### src/core/pdsp_pkg.sv
/*
  pdsp_pkg: constants and types shared by the duty-to-stepper positioner
  and its divider. Assumes a 100 MHz clock on ref_clk_i.
*/
package pdsp_pkg;

  // clock figures
  localparam int unsigned CLK_PERIOD_NS = 10;

  // capture counter and index widths
  localparam int unsigned CNT_W         = 16;
  localparam int unsigned IDX_W         = 7;
  localparam int unsigned DIVIDEND_W    = CNT_W + IDX_W;
  localparam int unsigned TMR_W         = 24;

  // homing and positioning figures
  localparam logic [IDX_W-1:0] HOME_MOVES   = 7'd100;
  localparam logic [IDX_W-1:0] START_POS    = 7'd0;
  localparam logic [IDX_W-1:0] FULL_SCALE   = 7'd100;
  localparam logic [IDX_W-1:0] PERCENT_MULT = 7'd100;
  localparam int unsigned      IDLE_LIMIT   = 5000;

  // delay routine: wait after each coil pattern, cycles derived from the time
  localparam int unsigned STEP_DELAY_NS  = 1000000;
  localparam int unsigned STEP_DELAY_CYC =
    (STEP_DELAY_NS / CLK_PERIOD_NS) < 1 ? 1 : (STEP_DELAY_NS / CLK_PERIOD_NS);

  // coil patterns {a_pos, a_neg, b_pos, b_neg}, phase 0 in the low nibble
  localparam logic [3:0]  COIL_OFF    = 4'h0;
  localparam logic [19:0] PAT_FORWARD = {4'h0, 4'h6, 4'h5, 4'h9, 4'ha};
  localparam logic [19:0] PAT_REVERSE = {4'h0, 4'h9, 4'h5, 4'h6, 4'ha};
  localparam logic [2:0]  LAST_PHASE  = 3'd4;

  // reset values
  localparam logic [CNT_W-1:0] CNT_RST = 16'h0000;
  localparam logic [TMR_W-1:0] TMR_RST = 24'h000000;

  // main sequencer states, one-hot
  typedef enum logic [7:0] {
    ST_MOVE    = 8'h01,
    ST_ARM     = 8'h02,
    ST_PERIOD  = 8'h04,
    ST_HIGH    = 8'h08,
    ST_CALC    = 8'h10,
    ST_COMPARE = 8'h20,
    ST_IDLE    = 8'h40,
    ST_SPARE   = 8'h80
  } pdsp_state_t;

  // divider states, one-hot
  typedef enum logic [1:0] {
    DV_IDLE = 2'b01,
    DV_RUN  = 2'b10
  } pdsp_dv_state_t;

endpackage

### src/core/pdsp_divider.sv
/*
  pdsp_divider: sequential restoring divider, one quotient bit per clock.
  Assumes start_i is a one-cycle pulse with the divisor not zero.
*/
`timescale 1ns/1ns
module pdsp_divider
  import pdsp_pkg::*;
(
  input  wire logic                  ref_clk_i,
  input  wire logic                  rst_n_i,
  input  wire logic                  start_i,
  input  wire logic [DIVIDEND_W-1:0] dividend_i,
  input  wire logic [CNT_W-1:0]      divisor_i,
  output logic      [DIVIDEND_W-1:0] quot_o,
  output logic                       done_o
);

  typedef struct packed {
    pdsp_dv_state_t        st;
    logic [4:0]            bits;
    logic [CNT_W:0]        rem;
    logic [DIVIDEND_W-1:0] quo;
    logic [CNT_W-1:0]      dsr;
    logic                  done;
  } pdsp_dv_t;

  pdsp_dv_t q;
  pdsp_dv_t d;
  logic [CNT_W:0] trial;

  // one shift-and-subtract step per cycle
  always_comb begin
    d      = q;
    d.done = 1'b0;
    trial  = {q.rem[CNT_W-1:0], q.quo[DIVIDEND_W-1]};
    case (q.st)
      DV_IDLE: begin
        if (start_i) begin
          d.st   = DV_RUN;
          d.bits = 5'(DIVIDEND_W);
          d.rem  = '0;
          d.quo  = dividend_i;
          d.dsr  = divisor_i;
        end
      end
      DV_RUN: begin
        d.quo = {q.quo[DIVIDEND_W-2:0], 1'b0};
        if (trial >= {1'b0, q.dsr}) begin
          d.rem    = trial - {1'b0, q.dsr};
          d.quo[0] = 1'b1;
        end else begin
          d.rem = trial;
        end
        d.bits = q.bits - 5'd1;
        if (q.bits == 5'd1) begin
          d.st   = DV_IDLE;
          d.done = 1'b1;
        end
      end
      default: d.st = DV_IDLE;
    endcase
  end

  // state register
  always_ff @(posedge ref_clk_i) begin
    if (!rst_n_i) begin
      q <= '{st: DV_IDLE, bits: 5'd0, rem: '0, quo: '0, dsr: '0, done: 1'b0};
    end else begin
      q <= d;
    end
  end

  assign quot_o = q.quo;
  assign done_o = q.done;

endmodule

### src/core/pdsp_positioner.sv
/*
  pdsp_positioner: measures an incoming PWM, converts its duty to a gauge
  index 0..100 and steps a bipolar stepper there through the coil port.
  Assumes one clock at 100 MHz, a synchronous active-low reset, a PWM pin
  that is asynchronous to the clock, and coils wired as {a_pos,a_neg,b_pos,b_neg}.
*/
// How it works
// - new duty sets target, motor driven there
// - forward coils cycle 0a,09,05,06
// - backward coils cycle 0a,06,05,09
// - one pattern change per step interval
// - home 100 backward moves, then index zero
// - rise arms count, next rise latches period
// - then falling edge latches high time
// - target equals high times 100 over period
// - one measurement serves every decision until idle expires
// - finished measurement sets measured flag
// - equal indices: idle 5000 counts, remeasure
// - direction from comparing target and present
// - forward moves increment index until equal
// - forward move ends with coils off
// - fixed delay after every coil pattern
// - backward moves decrement index, end coils off
// - after match, idle expiry clears flag, loop forever
`timescale 1ns/1ns
module pdsp_positioner
  import pdsp_pkg::*;
#(
  parameter int unsigned IDLE_LIMIT_CYC = IDLE_LIMIT,
  parameter int unsigned STEP_DLY_CYC   = STEP_DELAY_CYC
)(
  input  wire logic             ref_clk_i,
  input  wire logic             rst_n_i,
  input  wire logic             capture_channel_input_i,
  output logic      [3:0]       coil_drive_port_o,
  output logic      [IDX_W-1:0] present_index_o,
  output logic      [IDX_W-1:0] target_index_o,
  output logic                  measured_o,
  output logic                  homing_o
);

  typedef struct packed {
    pdsp_state_t      st;
    logic             pwm_s1;
    logic             pwm_s2;
    logic             pwm_s3;
    logic [CNT_W-1:0] cnt;
    logic [CNT_W-1:0] period;
    logic [CNT_W-1:0] high;
    logic [IDX_W-1:0] target;
    logic [IDX_W-1:0] present;
    logic             measured;
    logic             dir_fwd;
    logic             homing;
    logic [IDX_W-1:0] home_cnt;
    logic [2:0]       phase;
    logic [TMR_W-1:0] tmr;
    logic [3:0]       coil;
    logic             div_start;
  } pdsp_core_t;

  localparam logic [TMR_W-1:0] STEP_DLY  = TMR_W'(STEP_DLY_CYC);
  localparam logic [TMR_W-1:0] IDLE_LAST = TMR_W'(IDLE_LIMIT_CYC - 1);

  pdsp_core_t            q;
  pdsp_core_t            d;
  logic                  rise;
  logic                  fall;
  logic [CNT_W-1:0]      cnt_inc;
  logic [DIVIDEND_W-1:0] quot;
  logic                  div_done;
  logic [19:0]           pat_tbl;
  logic [DIVIDEND_W-1:0] dividend;

  // dividend widened before the product so no bit of high*100 is lost
  assign dividend = DIVIDEND_W'(q.high) * DIVIDEND_W'(PERCENT_MULT);

  // percentage division, high*100/period
  pdsp_divider u_div (
    .ref_clk_i  (ref_clk_i),
    .rst_n_i    (rst_n_i),
    .start_i    (q.div_start),
    .dividend_i (dividend),
    .divisor_i  (q.period),
    .quot_o     (quot),
    .done_o     (div_done)
  );

  // edge detect reads only the second and third sync stages
  assign rise    = q.pwm_s2 & ~q.pwm_s3;
  assign fall    = ~q.pwm_s2 & q.pwm_s3;
  assign cnt_inc = (q.cnt == '1) ? q.cnt : q.cnt + CNT_W'(1);
  assign pat_tbl = q.dir_fwd ? PAT_FORWARD : PAT_REVERSE;

  // sequencer: homing, measure, compare, move, idle
  always_comb begin
    d           = q;
    d.pwm_s1    = capture_channel_input_i;
    d.pwm_s2    = q.pwm_s1;
    d.pwm_s3    = q.pwm_s2;
    d.div_start = 1'b0;
    case (q.st)
      ST_MOVE: begin
        if (q.tmr == TMR_RST) begin
          d.coil = pat_tbl[4*q.phase +: 4];
          d.tmr  = TMR_W'(1);
        end else if (q.tmr == STEP_DLY) begin
          d.tmr = TMR_RST;
          if (q.phase == LAST_PHASE) begin
            d.phase = 3'd0;
            if (q.homing) begin
              d.home_cnt = q.home_cnt + IDX_W'(1);
              if (q.home_cnt == HOME_MOVES - IDX_W'(1)) begin
                d.homing  = 1'b0;
                d.present = START_POS;
                d.st      = ST_ARM;
              end
            end else begin
              d.present = q.dir_fwd ? q.present + IDX_W'(1)
                                    : q.present - IDX_W'(1);
              d.st      = ST_COMPARE;
            end
          end else begin
            d.phase = q.phase + 3'd1;
          end
        end else begin
          d.tmr = q.tmr + TMR_W'(1);
        end
      end
      // no interrupts exist, so the capture cannot be disturbed
      ST_ARM: begin
        if (rise) begin
          d.cnt = CNT_W'(1);
          d.st  = ST_PERIOD;
        end
      end
      ST_PERIOD: begin
        if (rise) begin
          d.period = q.cnt;
          d.cnt    = CNT_W'(1);
          d.st     = ST_HIGH;
        end else begin
          d.cnt = cnt_inc;
        end
      end
      ST_HIGH: begin
        if (fall) begin
          d.high      = q.cnt;
          d.div_start = 1'b1;
          d.st        = ST_CALC;
        end else begin
          d.cnt = cnt_inc;
        end
      end
      ST_CALC: begin
        if (div_done) begin
          d.target   = (quot > DIVIDEND_W'(FULL_SCALE)) ? FULL_SCALE
                                                        : quot[IDX_W-1:0];
          d.measured = 1'b1;
          d.st       = ST_COMPARE;
        end
      end
      ST_COMPARE: begin
        d.tmr   = TMR_RST;
        d.phase = 3'd0;
        if (q.target == q.present) begin
          d.st = ST_IDLE;
        end else begin
          d.dir_fwd = q.target > q.present;
          d.st      = ST_MOVE;
        end
      end
      ST_IDLE: begin
        if (q.tmr == IDLE_LAST) begin
          d.tmr      = TMR_RST;
          d.measured = 1'b0;
          d.st       = ST_ARM;
        end else begin
          d.tmr = q.tmr + TMR_W'(1);
        end
      end
      default: d.st = ST_ARM;
    endcase
  end

  // state register; reset starts the homing pass with coils off
  always_ff @(posedge ref_clk_i) begin
    if (!rst_n_i) begin
      q <= '{st: ST_MOVE, pwm_s1: 1'b0, pwm_s2: 1'b0, pwm_s3: 1'b0,
             cnt: CNT_RST, period: CNT_RST, high: CNT_RST, target: START_POS,
             present: START_POS, measured: 1'b0, dir_fwd: 1'b0, homing: 1'b1,
             home_cnt: START_POS, phase: 3'd0, tmr: TMR_RST,
             coil: COIL_OFF, div_start: 1'b0};
    end else begin
      q <= d;
    end
  end

  // outputs straight from the state register
  assign coil_drive_port_o = q.coil;
  assign present_index_o   = q.present;
  assign target_index_o    = q.target;
  assign measured_o        = q.measured;
  assign homing_o          = q.homing;

  logic [DIVIDEND_W-1:0] exp_quot;
  logic [IDX_W-1:0]      exp_target;
  assign exp_quot   = (DIVIDEND_W'(q.high) * DIVIDEND_W'(PERCENT_MULT))
                      / DIVIDEND_W'((q.period == '0) ? CNT_W'(1) : q.period);
  assign exp_target = (exp_quot > DIVIDEND_W'(FULL_SCALE)) ? FULL_SCALE : exp_quot[IDX_W-1:0];
endmodule

### config.mk
export PLATFORM = sky130hd
export DESIGN_NAME = pdsp_positioner
export DESIGN_NICKNAME = d
export VERILOG_FILES = /design/src/core/pdsp_pkg.sv /design/src/core/pdsp_divider.sv /design/src/core/pdsp_positioner.sv
export SDC_FILE = /design/constraint.sdc
export NUM_CORES = 1
export LEC_CHECK = 0
export ABC_AREA = 1
export BUFFER_PORTS_ARGS = -buffer_cell sky130_fd_sc_hd__clkbuf_2
export CORE_ASPECT_RATIO = 0.8
export CORE_MARGIN = 2
export CORE_UTILIZATION = 64
export DETAILED_ROUTE_END_ITERATION = 10
export PLACE_DENSITY = 0.92
export SLEW_MARGIN = 15
export SYNTH_ARGS = -nofsm -noshare
export SYNTH_HDL_FRONTEND = slang
export SYNTH_SLANG_ARGS = --single-unit
### constraint.sdc
create_clock -name ref_clk_i -period 3 [get_ports ref_clk_i]
set_clock_uncertainty 0.05 [all_clocks]
set_input_delay 0.45 -clock ref_clk_i [delete_from_list [all_inputs] [get_ports ref_clk_i]]
set_output_delay 0.45 -clock ref_clk_i [all_outputs]
set_load 0.01 [all_outputs]
* After elaboration in Yosys (flattened, before gate mapping)
Index checks and enable logic that the tools add are counted.
** Word-level totals
- Memories kept :: 0
- Bits in latches :: 0
- Memory bits (writable) :: 0
- Memory bits (read-only) :: 0
- Output and inout port bits :: 20
- Register bits after elaboration :: 178
** Cells by class
- $lt $le $gt $ge :: 3
- $mul :: 1
- Multiplexer cells :: 43
- Shifts and indexed selects :: 1
- Bitwise operators :: 6
- Eq/ne operators :: 29
- Div/mod/pow operators :: 0
- Reductions and logical operators :: 23
- Add/subtract/negate cells :: 8
** Operators by type and width (count)
- $pmux 45 s2 :: 1
- $mux 8 :: 11
- $mux 16 :: 5
- $mux 24 :: 3
- $pmux 24 s3 :: 1
- $mux 63 :: 1
- $pmux 8 s7 :: 1
- $pmux 16 s3 :: 1
- $mux 7 :: 5
- $add 24x1->24 const B :: 1
- $eq 24x13->1 const B :: 1
- $eq 24x17->1 const B :: 1
- $logic_not 24->1 :: 1
- $gt 23x7->1 const B :: 1
- $mul 16x5->21 const B :: 1
- $reduce_and 2->1 :: 10
- $shiftx 20x6->4 :: 1
- $ne 2x2->1 const B :: 9
- $ge 17x16->1 :: 1
- $mux 17 :: 1
- $sub 17x16->17 :: 1
- $add 16x1->16 const B :: 1
- $eq 16x16->1 const B :: 1
- $add 7x1->7 const B :: 2
- other kinds (33) :: 52

* Logic depth before layout (Yosys ltp)
Gate-level depths: netlist of the first run.
- Depth in word-level cells :: 7
- Mapped depth :: 17
- Depth with buffers taken out :: 17

* Hierarchy
A second synthesis of the first run with hierarchy kept.
** Unflattened totals
- Cell total of the unflattened synthesis :: 1832
- Area total of the unflattened synthesis :: 12438.2 µm²
** Modules (own cells, without submodules)
- pdsp_positioner :: sequential area each 2282.2 µm², instances 1, area an instance 8485.6 µm², cells each 1255
- pdsp_divider :: sequential area each 1261.2 µm², instances 1, area an instance 3952.5 µm², cells each 577

* Worst setup path after synthesis of the first run
OpenSTA, ideal clock, no wires.
- Path type :: register -> register
- Start :: register q[62] in the netlist's numbering
- End :: register u_div.q (netlist bit u_div.quot_o[19])
- Buffers on the path :: 0
- Cell stages (with the launch flop) :: 14
- Required time :: 2.830 ns
- Setup slack :: 0.262 ns
- Data arrival time :: 2.568 ns
- Period minus slack after synthesis :: 2.738 ns
- Path through :: dfxtp_1 > ha_1 > ha_1 > inv_1 > fa_1 > inv_1 > ha_1 > a21o_1 > a21oi_1 > nor2_1 > nor3_1 > nand3_1 > nand3_1 > nand3_1
** Between the ends
- Cells in the longest elaborated chain, start to end :: 3
** RTL lines
- start, declared :: RTL line pdsp_positioner.sv:65 : pdsp_core_t q;
- start signal, assigned :: RTL line pdsp_positioner.sv:189 : q <= '{st: ST_MOVE, pwm_s1: 1'b0, pwm_s2: 1'b0, pwm_s3: 1'b0,
- $mul 16x5->21
- $mux 63 :: RTL line pdsp_divider.sv:38 : if (start_i) begin
- $pmux 45 s2 :: RTL line pdsp_divider.sv:36 : case (q.st)
- end signal, assigned :: RTL line pdsp_divider.sv:67 : q <= '{st: DV_IDLE, bits: 5'd0, rem: '0, quo: '0, dsr: '0, done: 1'b0};
- end, declared :: RTL line pdsp_divider.sv:27 : pdsp_dv_t q;
Every way passes these cells. The select of a mux whose other input is x is not followed.
A chain may end at the register's enable or synchronous reset.

* Final worst setup path of the first run
- Start :: register q[57] in the netlist's numbering
- End :: register u_div.q (netlist bit u_div.quot_o[18])
The elaborated chain is that of the path after synthesis.

==> flow_summary.json, run 1 <==
{
  "io_buffer_count": 22,
  "ant_nets": 0,
  "layout_commonest_cell": "nand2_1",
  "drtPass1Iterations": 6,
  "drv_cap": 0,
  "wl_per_cell_um": 15.4,
  "fill_cells": 1353,
  "synthArstFlopShare_pct": 0,
  "clk_pin_slew_worst_paths_ns": 0.07,
  "timing.final.max_slew_violations": 0,
  "dieHeight_um": 124,
  "cts_tree": "built",
  "num_rows": 43,
  "finalSetupViolations": 0,
  "cts_sinks": 177,
  "fin_crit_sh_pct": 96.2,
  "synth_ff_type": "dfxtp_1",
  "dp.final_hpwl_um": 21100,
  "period_needed_ns": 2.89,
  "final_cell_mix": "342 x nand2_1, 260 x inv_1, 167 x dfxtp_1",
  "synth_edf_count": 0,
  "maxSlewHeadroom_pct": 45.1,
  "setup_ws_ns": 0.114,
  "cts_root_buf": "clkbuf_16",
  "grt_max_degree": 94,
  "synth_cells": 1677,
  "report.power.total_w": 0.00568,
  "yosys_warnings": 0,
  "worstMarginPinSlew_ns": 0.817,
  "start_util_pct": 66.0,
  "gp_congestion": 0.917,
  "arrival_ns": 3.17,
  "max_freq_mhz": 347,
  "viasPerCell": 5.83,
  "ctsHoldBuffers": 0,
  "worstPathMaxFanout": 4,
  "drt-total-wl_um": 29300,
  "clock_insertion_delay_worst_skew_ns": 0.43,
  "status": "completed",
  "cp.required_ns": 3.28,
  "drt_iter0_drc": 1354,
  "startpoint_type": "register",
  "antenna_found_initial": 0,
  "vias": 11117,
  "critPathKind": "register to register",
  "area_growth_syn_to_layout_pct": 7.46,
  "syn-num-nets": 1782,
  "ys_types": 55,
  "ir_worst_vdd_mv": 0.333,
  "multi_input_area_um2": 6820,
  "dpl.cell_count": 1873,
  "grt_pass1_wl_um": 48200,
  "p_leak_nw": 5.50,
  "cts_buffers": 17,
  "syn_area_per_cell_um2": 6.90,
  "cts_buffer_depth": 2,
  "hold_path.class": "input port to register",
  "dieArea_um2": 19200,
  "h-tree-depth": 4,
  "grt_usage_pct": 30.2,
  "crit_path_end_kind": "register",
  "final_layout_size_suffix_gt1_share_pct": 9.39,
  "core-area_um2": 17500,
  "register_area_um2": 3560,
  "yosys_register_bits": 177,
  "tns_ns": 0,
  "netlist_area_um2": 11600,
  "io_pins": 23,
  "stdcell_count": 1907,
  "die_w_um": 154,
  "drc": 0,
  "yosysSeqAreaShare_pct": 30.6,
  "diodes": 0,
  "grt_overflow_total": 0,
  "finish.net_count": 1774,
  "hold_viol_final": 0,
  "first_global_vias": 10063,
  "p_per_area_nw_per_um2": 456,
  "pre_cts_ws_ns": -0.0138
}
==> worst paths after layout <==
path	from	endpoint	slack [ns]	cells past startpoint
hold reg to reg	q[87]	q[87]	0.40	2
setup / recovery	q[57]	u_div.quot_o[18]	0.11	16
setup reg to reg	q[57]	u_div.quot_o[18]	0.11	16
hold / removal	capture_channel_input_i	d[105]	0.17	3
==> registers in the layout, summed over array words and instances, names as in the netlist <==
name	cells
u_div.done_o	1
q	92
coil_drive_port_o	4
measured_o	1
target_index_o	7
homing_o	1
present_index_o	7
u_div.q	39
d	2
u_div.quot_o	23
==> cell type report <==
| type | instances | area share (%) |
|---|---|---|
| Sequential cell | 177 | 28.6 |
| Tap cell | 225 | 2.26 |
| Multi-Input combinational cell | 1170 | 54.8 |
| Inverter | 270 | 8.19 |
| Clock buffer | 18 | 3.53 |
| Timing Repair Buffer | 33 | 1.65 |
| Clock inverter | 14 | 0.965 |
==> worst max-delay path, cell delays in order, from the launching register on <==
cell     delay [ns]
dfxtp_2        0.34
ha_1           0.32
ha_1           0.33
ha_1           0.31
inv_1          0.06
fa_2           0.36
inv_1          0.08
nand2_1        0.05
nand2_1        0.06
nand2_1        0.06
nand2_2        0.11
nand3_2        0.07
nand2_2        0.11
a21oi_2        0.07
or2_2          0.27
nand3_1        0.07
nand2_1        0.05
==> report_power, final <==
part / internal, W / leakage, nW / switching (W)
sequential: 0.00244 / 1.43 / 0.0000843
combinational: 0.000286 / 3.80 / 0.000747
clock: 0.00111 / 0.269 / 0.00102
total: 0.00383 / 5.50 / 0.00185
==> cells in the mapped netlist, drive strengths merged (3+ instances only) <==
cell type	number	area [µm²]
nand2	355	1380
nor2	155	677
o32ai	3	26.3
o21ai	95	479
nor3	33	180
ha	89	1110
a32o	3	30.0
xor2	13	114
fa	13	260
a211oi	3	22.5
a31oi	8	50.1
or2	7	43.8
nand3b	16	120
nand3	147	803
o211ai	10	75.1
a21oi	147	736
dfxtp	177	3540
xnor2	12	105
buf	33	251
a21o	5	37.5
inv	270	1020
nor4	5	43.8
nand4	31	209
clkbuf	27	101
o2111ai	4	35.0
nor3b	4	35.0
==> routing by layer <==
metal  vias up  global-route usage (%)  wire length [µm]
met5         -                       0                 0
met4         0                    8.66               684
met3        56                    6.37              2710
met2       523                    45.1             12800
met1      5080                    44.1             13200
li1       5458                       -                 -
==> timing repair <==
action | in CTS | in global routing
buffers inserted | 0 | 2
pin swaps | 0 | 12
gates resized for setup | 1 | 38
setup endpoints to repair | 1 | 11
==> through the flow <==
step	util, %	cell area [µm²]	hold WS (ns)
CTS	69.9	12300	0.155
global route	70.9	12400	0.185
global placement	66.7	11700	0.383
floorplan	-	11600	0.340
detailed placement	66.7	11700	0.387
finish	70.9	12400	0.170
==> cell families after synthesis <==
logic type	count (synthesis)	synth area share (%)
xor gates and xnor gates	25	1.89
DFF	177	30.6
and+or+nand+nor	755	30.2
adders and majority gates	102	11.9
AOI/OAI and AO/OA	288	13.6
buffers and inverters	330	11.8
Power figures use the tool's default switching activity.
==> inputs of run 2 (changes only) <==
--- a/config.mk
+++ b/config.mk
@@ -9,9 +9,10 @@
 export BUFFER_PORTS_ARGS = -buffer_cell sky130_fd_sc_hd__clkbuf_2
 export CORE_ASPECT_RATIO = 0.8
 export CORE_MARGIN = 2
-export CORE_UTILIZATION = 64
+export CORE_UTILIZATION = 65
+export CTS_BUF_LIST = sky130_fd_sc_hd__clkbuf_4
 export DETAILED_ROUTE_END_ITERATION = 10
-export PLACE_DENSITY = 0.92
+export PLACE_DENSITY = 0.93
 export SLEW_MARGIN = 15
 export SYNTH_ARGS = -nofsm -noshare
 export SYNTH_HDL_FRONTEND = slang
==> flow_summary.json, run 2 (synthesis gave the netlist of run 1 again) <==
{
  "ctsHoldBuffers": 0,
  "drtPass1Iterations": 7,
  "grt_pass1_wl_um": 47900,
  "ant_nets": 0,
  "dp.final_hpwl_um": 21500,
  "final_layout_size_suffix_gt1_share_pct": 8.98,
  "max_stage_delay_ns": 0.41,
  "p_leak_nw": 5.40,
  "dieHeight_um": 123,
  "cts_buffer_depth": 2,
  "gp_congestion": 0.960,
  "grt_overflow_total": 0,
  "grt_max_degree": 94,
  "drc": 0,
  "crit_buf_inv": 2,
  "cp_top_family": "adder cells",
  "cts_buffers": 17,
  "grt_usage_pct": 30.7,
  "dieArea_um2": 18900,
  "status": "completed",
  "viasPerCell": 5.88,
  "drv_cap": 0,
  "layout_commonest_cell": "nand2_1",
  "worstMarginPinSlew_ns": 0.735,
  "worstPathMaxFanout": 4,
  "top_register": "q",
  "fin_crit_sh_pct": 97.4,
  "crit_slowest_cell": "fa_2",
  "arrival_ns": 3.38,
  "io_buffer_count": 22,
  "h-tree-depth": 4,
  "drt_iter0_drc": 1332,
  "cts_tree": "built",
  "crit_chain": "ha_1 -> ha_4 -> ha_4 -> inv_1 -> fa_2 -> inv_1 -> nand2_1 -> nand2_1 -> nand2_1 -> nand2_2 -> nand3_1 -> nand2_2 -> a21oi_1 -> or2_2 -> nand3_1 -> nand2_1",
  "critPathKind": "register to register",
  "start_util_pct": 66.6,
  "startpoint_type": "register",
  "dpl.cell_count": 1874,
  "vias": 11198,
  "finalSetupViolations": 0,
  "die_w_um": 153,
  "largest_reg_flops": 92,
  "worst_path_most_repeated_cell": "nand2_1",
  "wl_per_cell_um": 15.6,
  "finish.net_count": 1773,
  "crit_path_end_kind": "register",
  "rsz0062_at_grt": "true",
  "p_per_area_nw_per_um2": 415,
  "area_growth_syn_to_layout_pct": 4.96,
  "maxSlewHeadroom_pct": 50.6,
  "hold_path.class": "input port to register",
  "max_freq_mhz": 342,
  "stdcell_count": 1906,
  "first_global_vias": 10184,
  "drt-total-wl_um": 29800,
  "hold_ws_ns": 0.0107,
  "antenna_found_initial": 0,
  "cts_root_buf": "clkbuf_4",
  "period_needed_ns": 2.92,
  "cp.required_ns": 3.46,
  "final_cell_mix": "342 x nand2_1, 260 x inv_1, 167 x dfxtp_1",
  "hold_viol_final": 0,
  "clock_insertion_delay_worst_skew_ns": 0.59,
  "post_cts_buffers": 0,
  "clk_pin_slew_worst_paths_ns": 0.16,
  "timing.final.max_slew_violations": 0,
  "num_rows": 43,
  "ir_worst_vdd_mv": 0.279,
  "io_pins": 23,
  "core-area_um2": 17400,
  "cts_sinks": 177,
  "diodes": 0
}
==> run 2: changes by cell type in the layout (fill, tap and decap cells not counted), moves of 2 or more <==
cell / change
clkbuf_4: +19
clkbuf_16: -17
bufinv_16: +3
clkinvlp_4: -3
inv_6: -3
clkinv_1: +2
clkinv_2: +2
nor2_1: +2
nor2_2: -2
==> run 2: per-stage QoR <==
stage	utilization [%]	TNS (ns)	instance area (µm²)	worst slack (ns)	total power, W
after CTS	69.1	0	12000	0.0129	0.00502
after global placement	67.4	0	11700	0.0857	0.00354
after floorplan	-	0	11600	0.262	0.00343
after detailed placement	67.4	-0.0589	11700	-0.0589	0.00359
final	69.9	0	12200	0.0785	0.00504
after global routing	69.9	-0.0984	12200	-0.0469	0.00526
==> run 2: metal layers <==
metal  vias up  GRT usage, %  wire length, µm
met5         -             0                0
met2       584          49.8            13300
met1      5085          41.7            12900
li1       5450             -                -
met4         0          8.74              799
met3        79          6.41             2770
==> run 2: repair_timing <==
action,4_1_cts,5_1_grt
setup endpoints to repair,1,11
pin swaps,0,3
resized for setup,3,31
==> run 2: final timing paths <==
check,slack [ns],cells past startpoint,startpoint,end
worst max-delay path,0.08,16,q[57],u_div.quot_o[18]
worst min-delay path,0.01,3,capture_channel_input_i,d[105]
worst max register to register,0.08,16,q[57],u_div.quot_o[18]
worst min register to register,0.37,2,d[105],d[104]
==> run 2: cell type report <==
cell class | instances | area [µm²]
Clock buffer | 19 | 143
Clock inverter | 13 | 159
Multi-Input combinational cell | 1170 | 6800
Timing Repair Buffer | 32 | 198
Tap cell | 225 | 282
Sequential cell | 177 | 3560
Fill cell | 1395 | 5230
Inverter | 270 | 1020
==> run 2: report_power, final <==
group          switching, W  internal [W]  total [W]
Clock              0.000876      0.000602    0.00148
Sequential        0.0000830       0.00244    0.00252
Combinational      0.000757      0.000286    0.00104
==> run 2: tightest hold or removal path, cell delays in order <==
cell      delay [ns]
clkbuf_2        0.08
nand2_1         0.04
inv_1           0.04
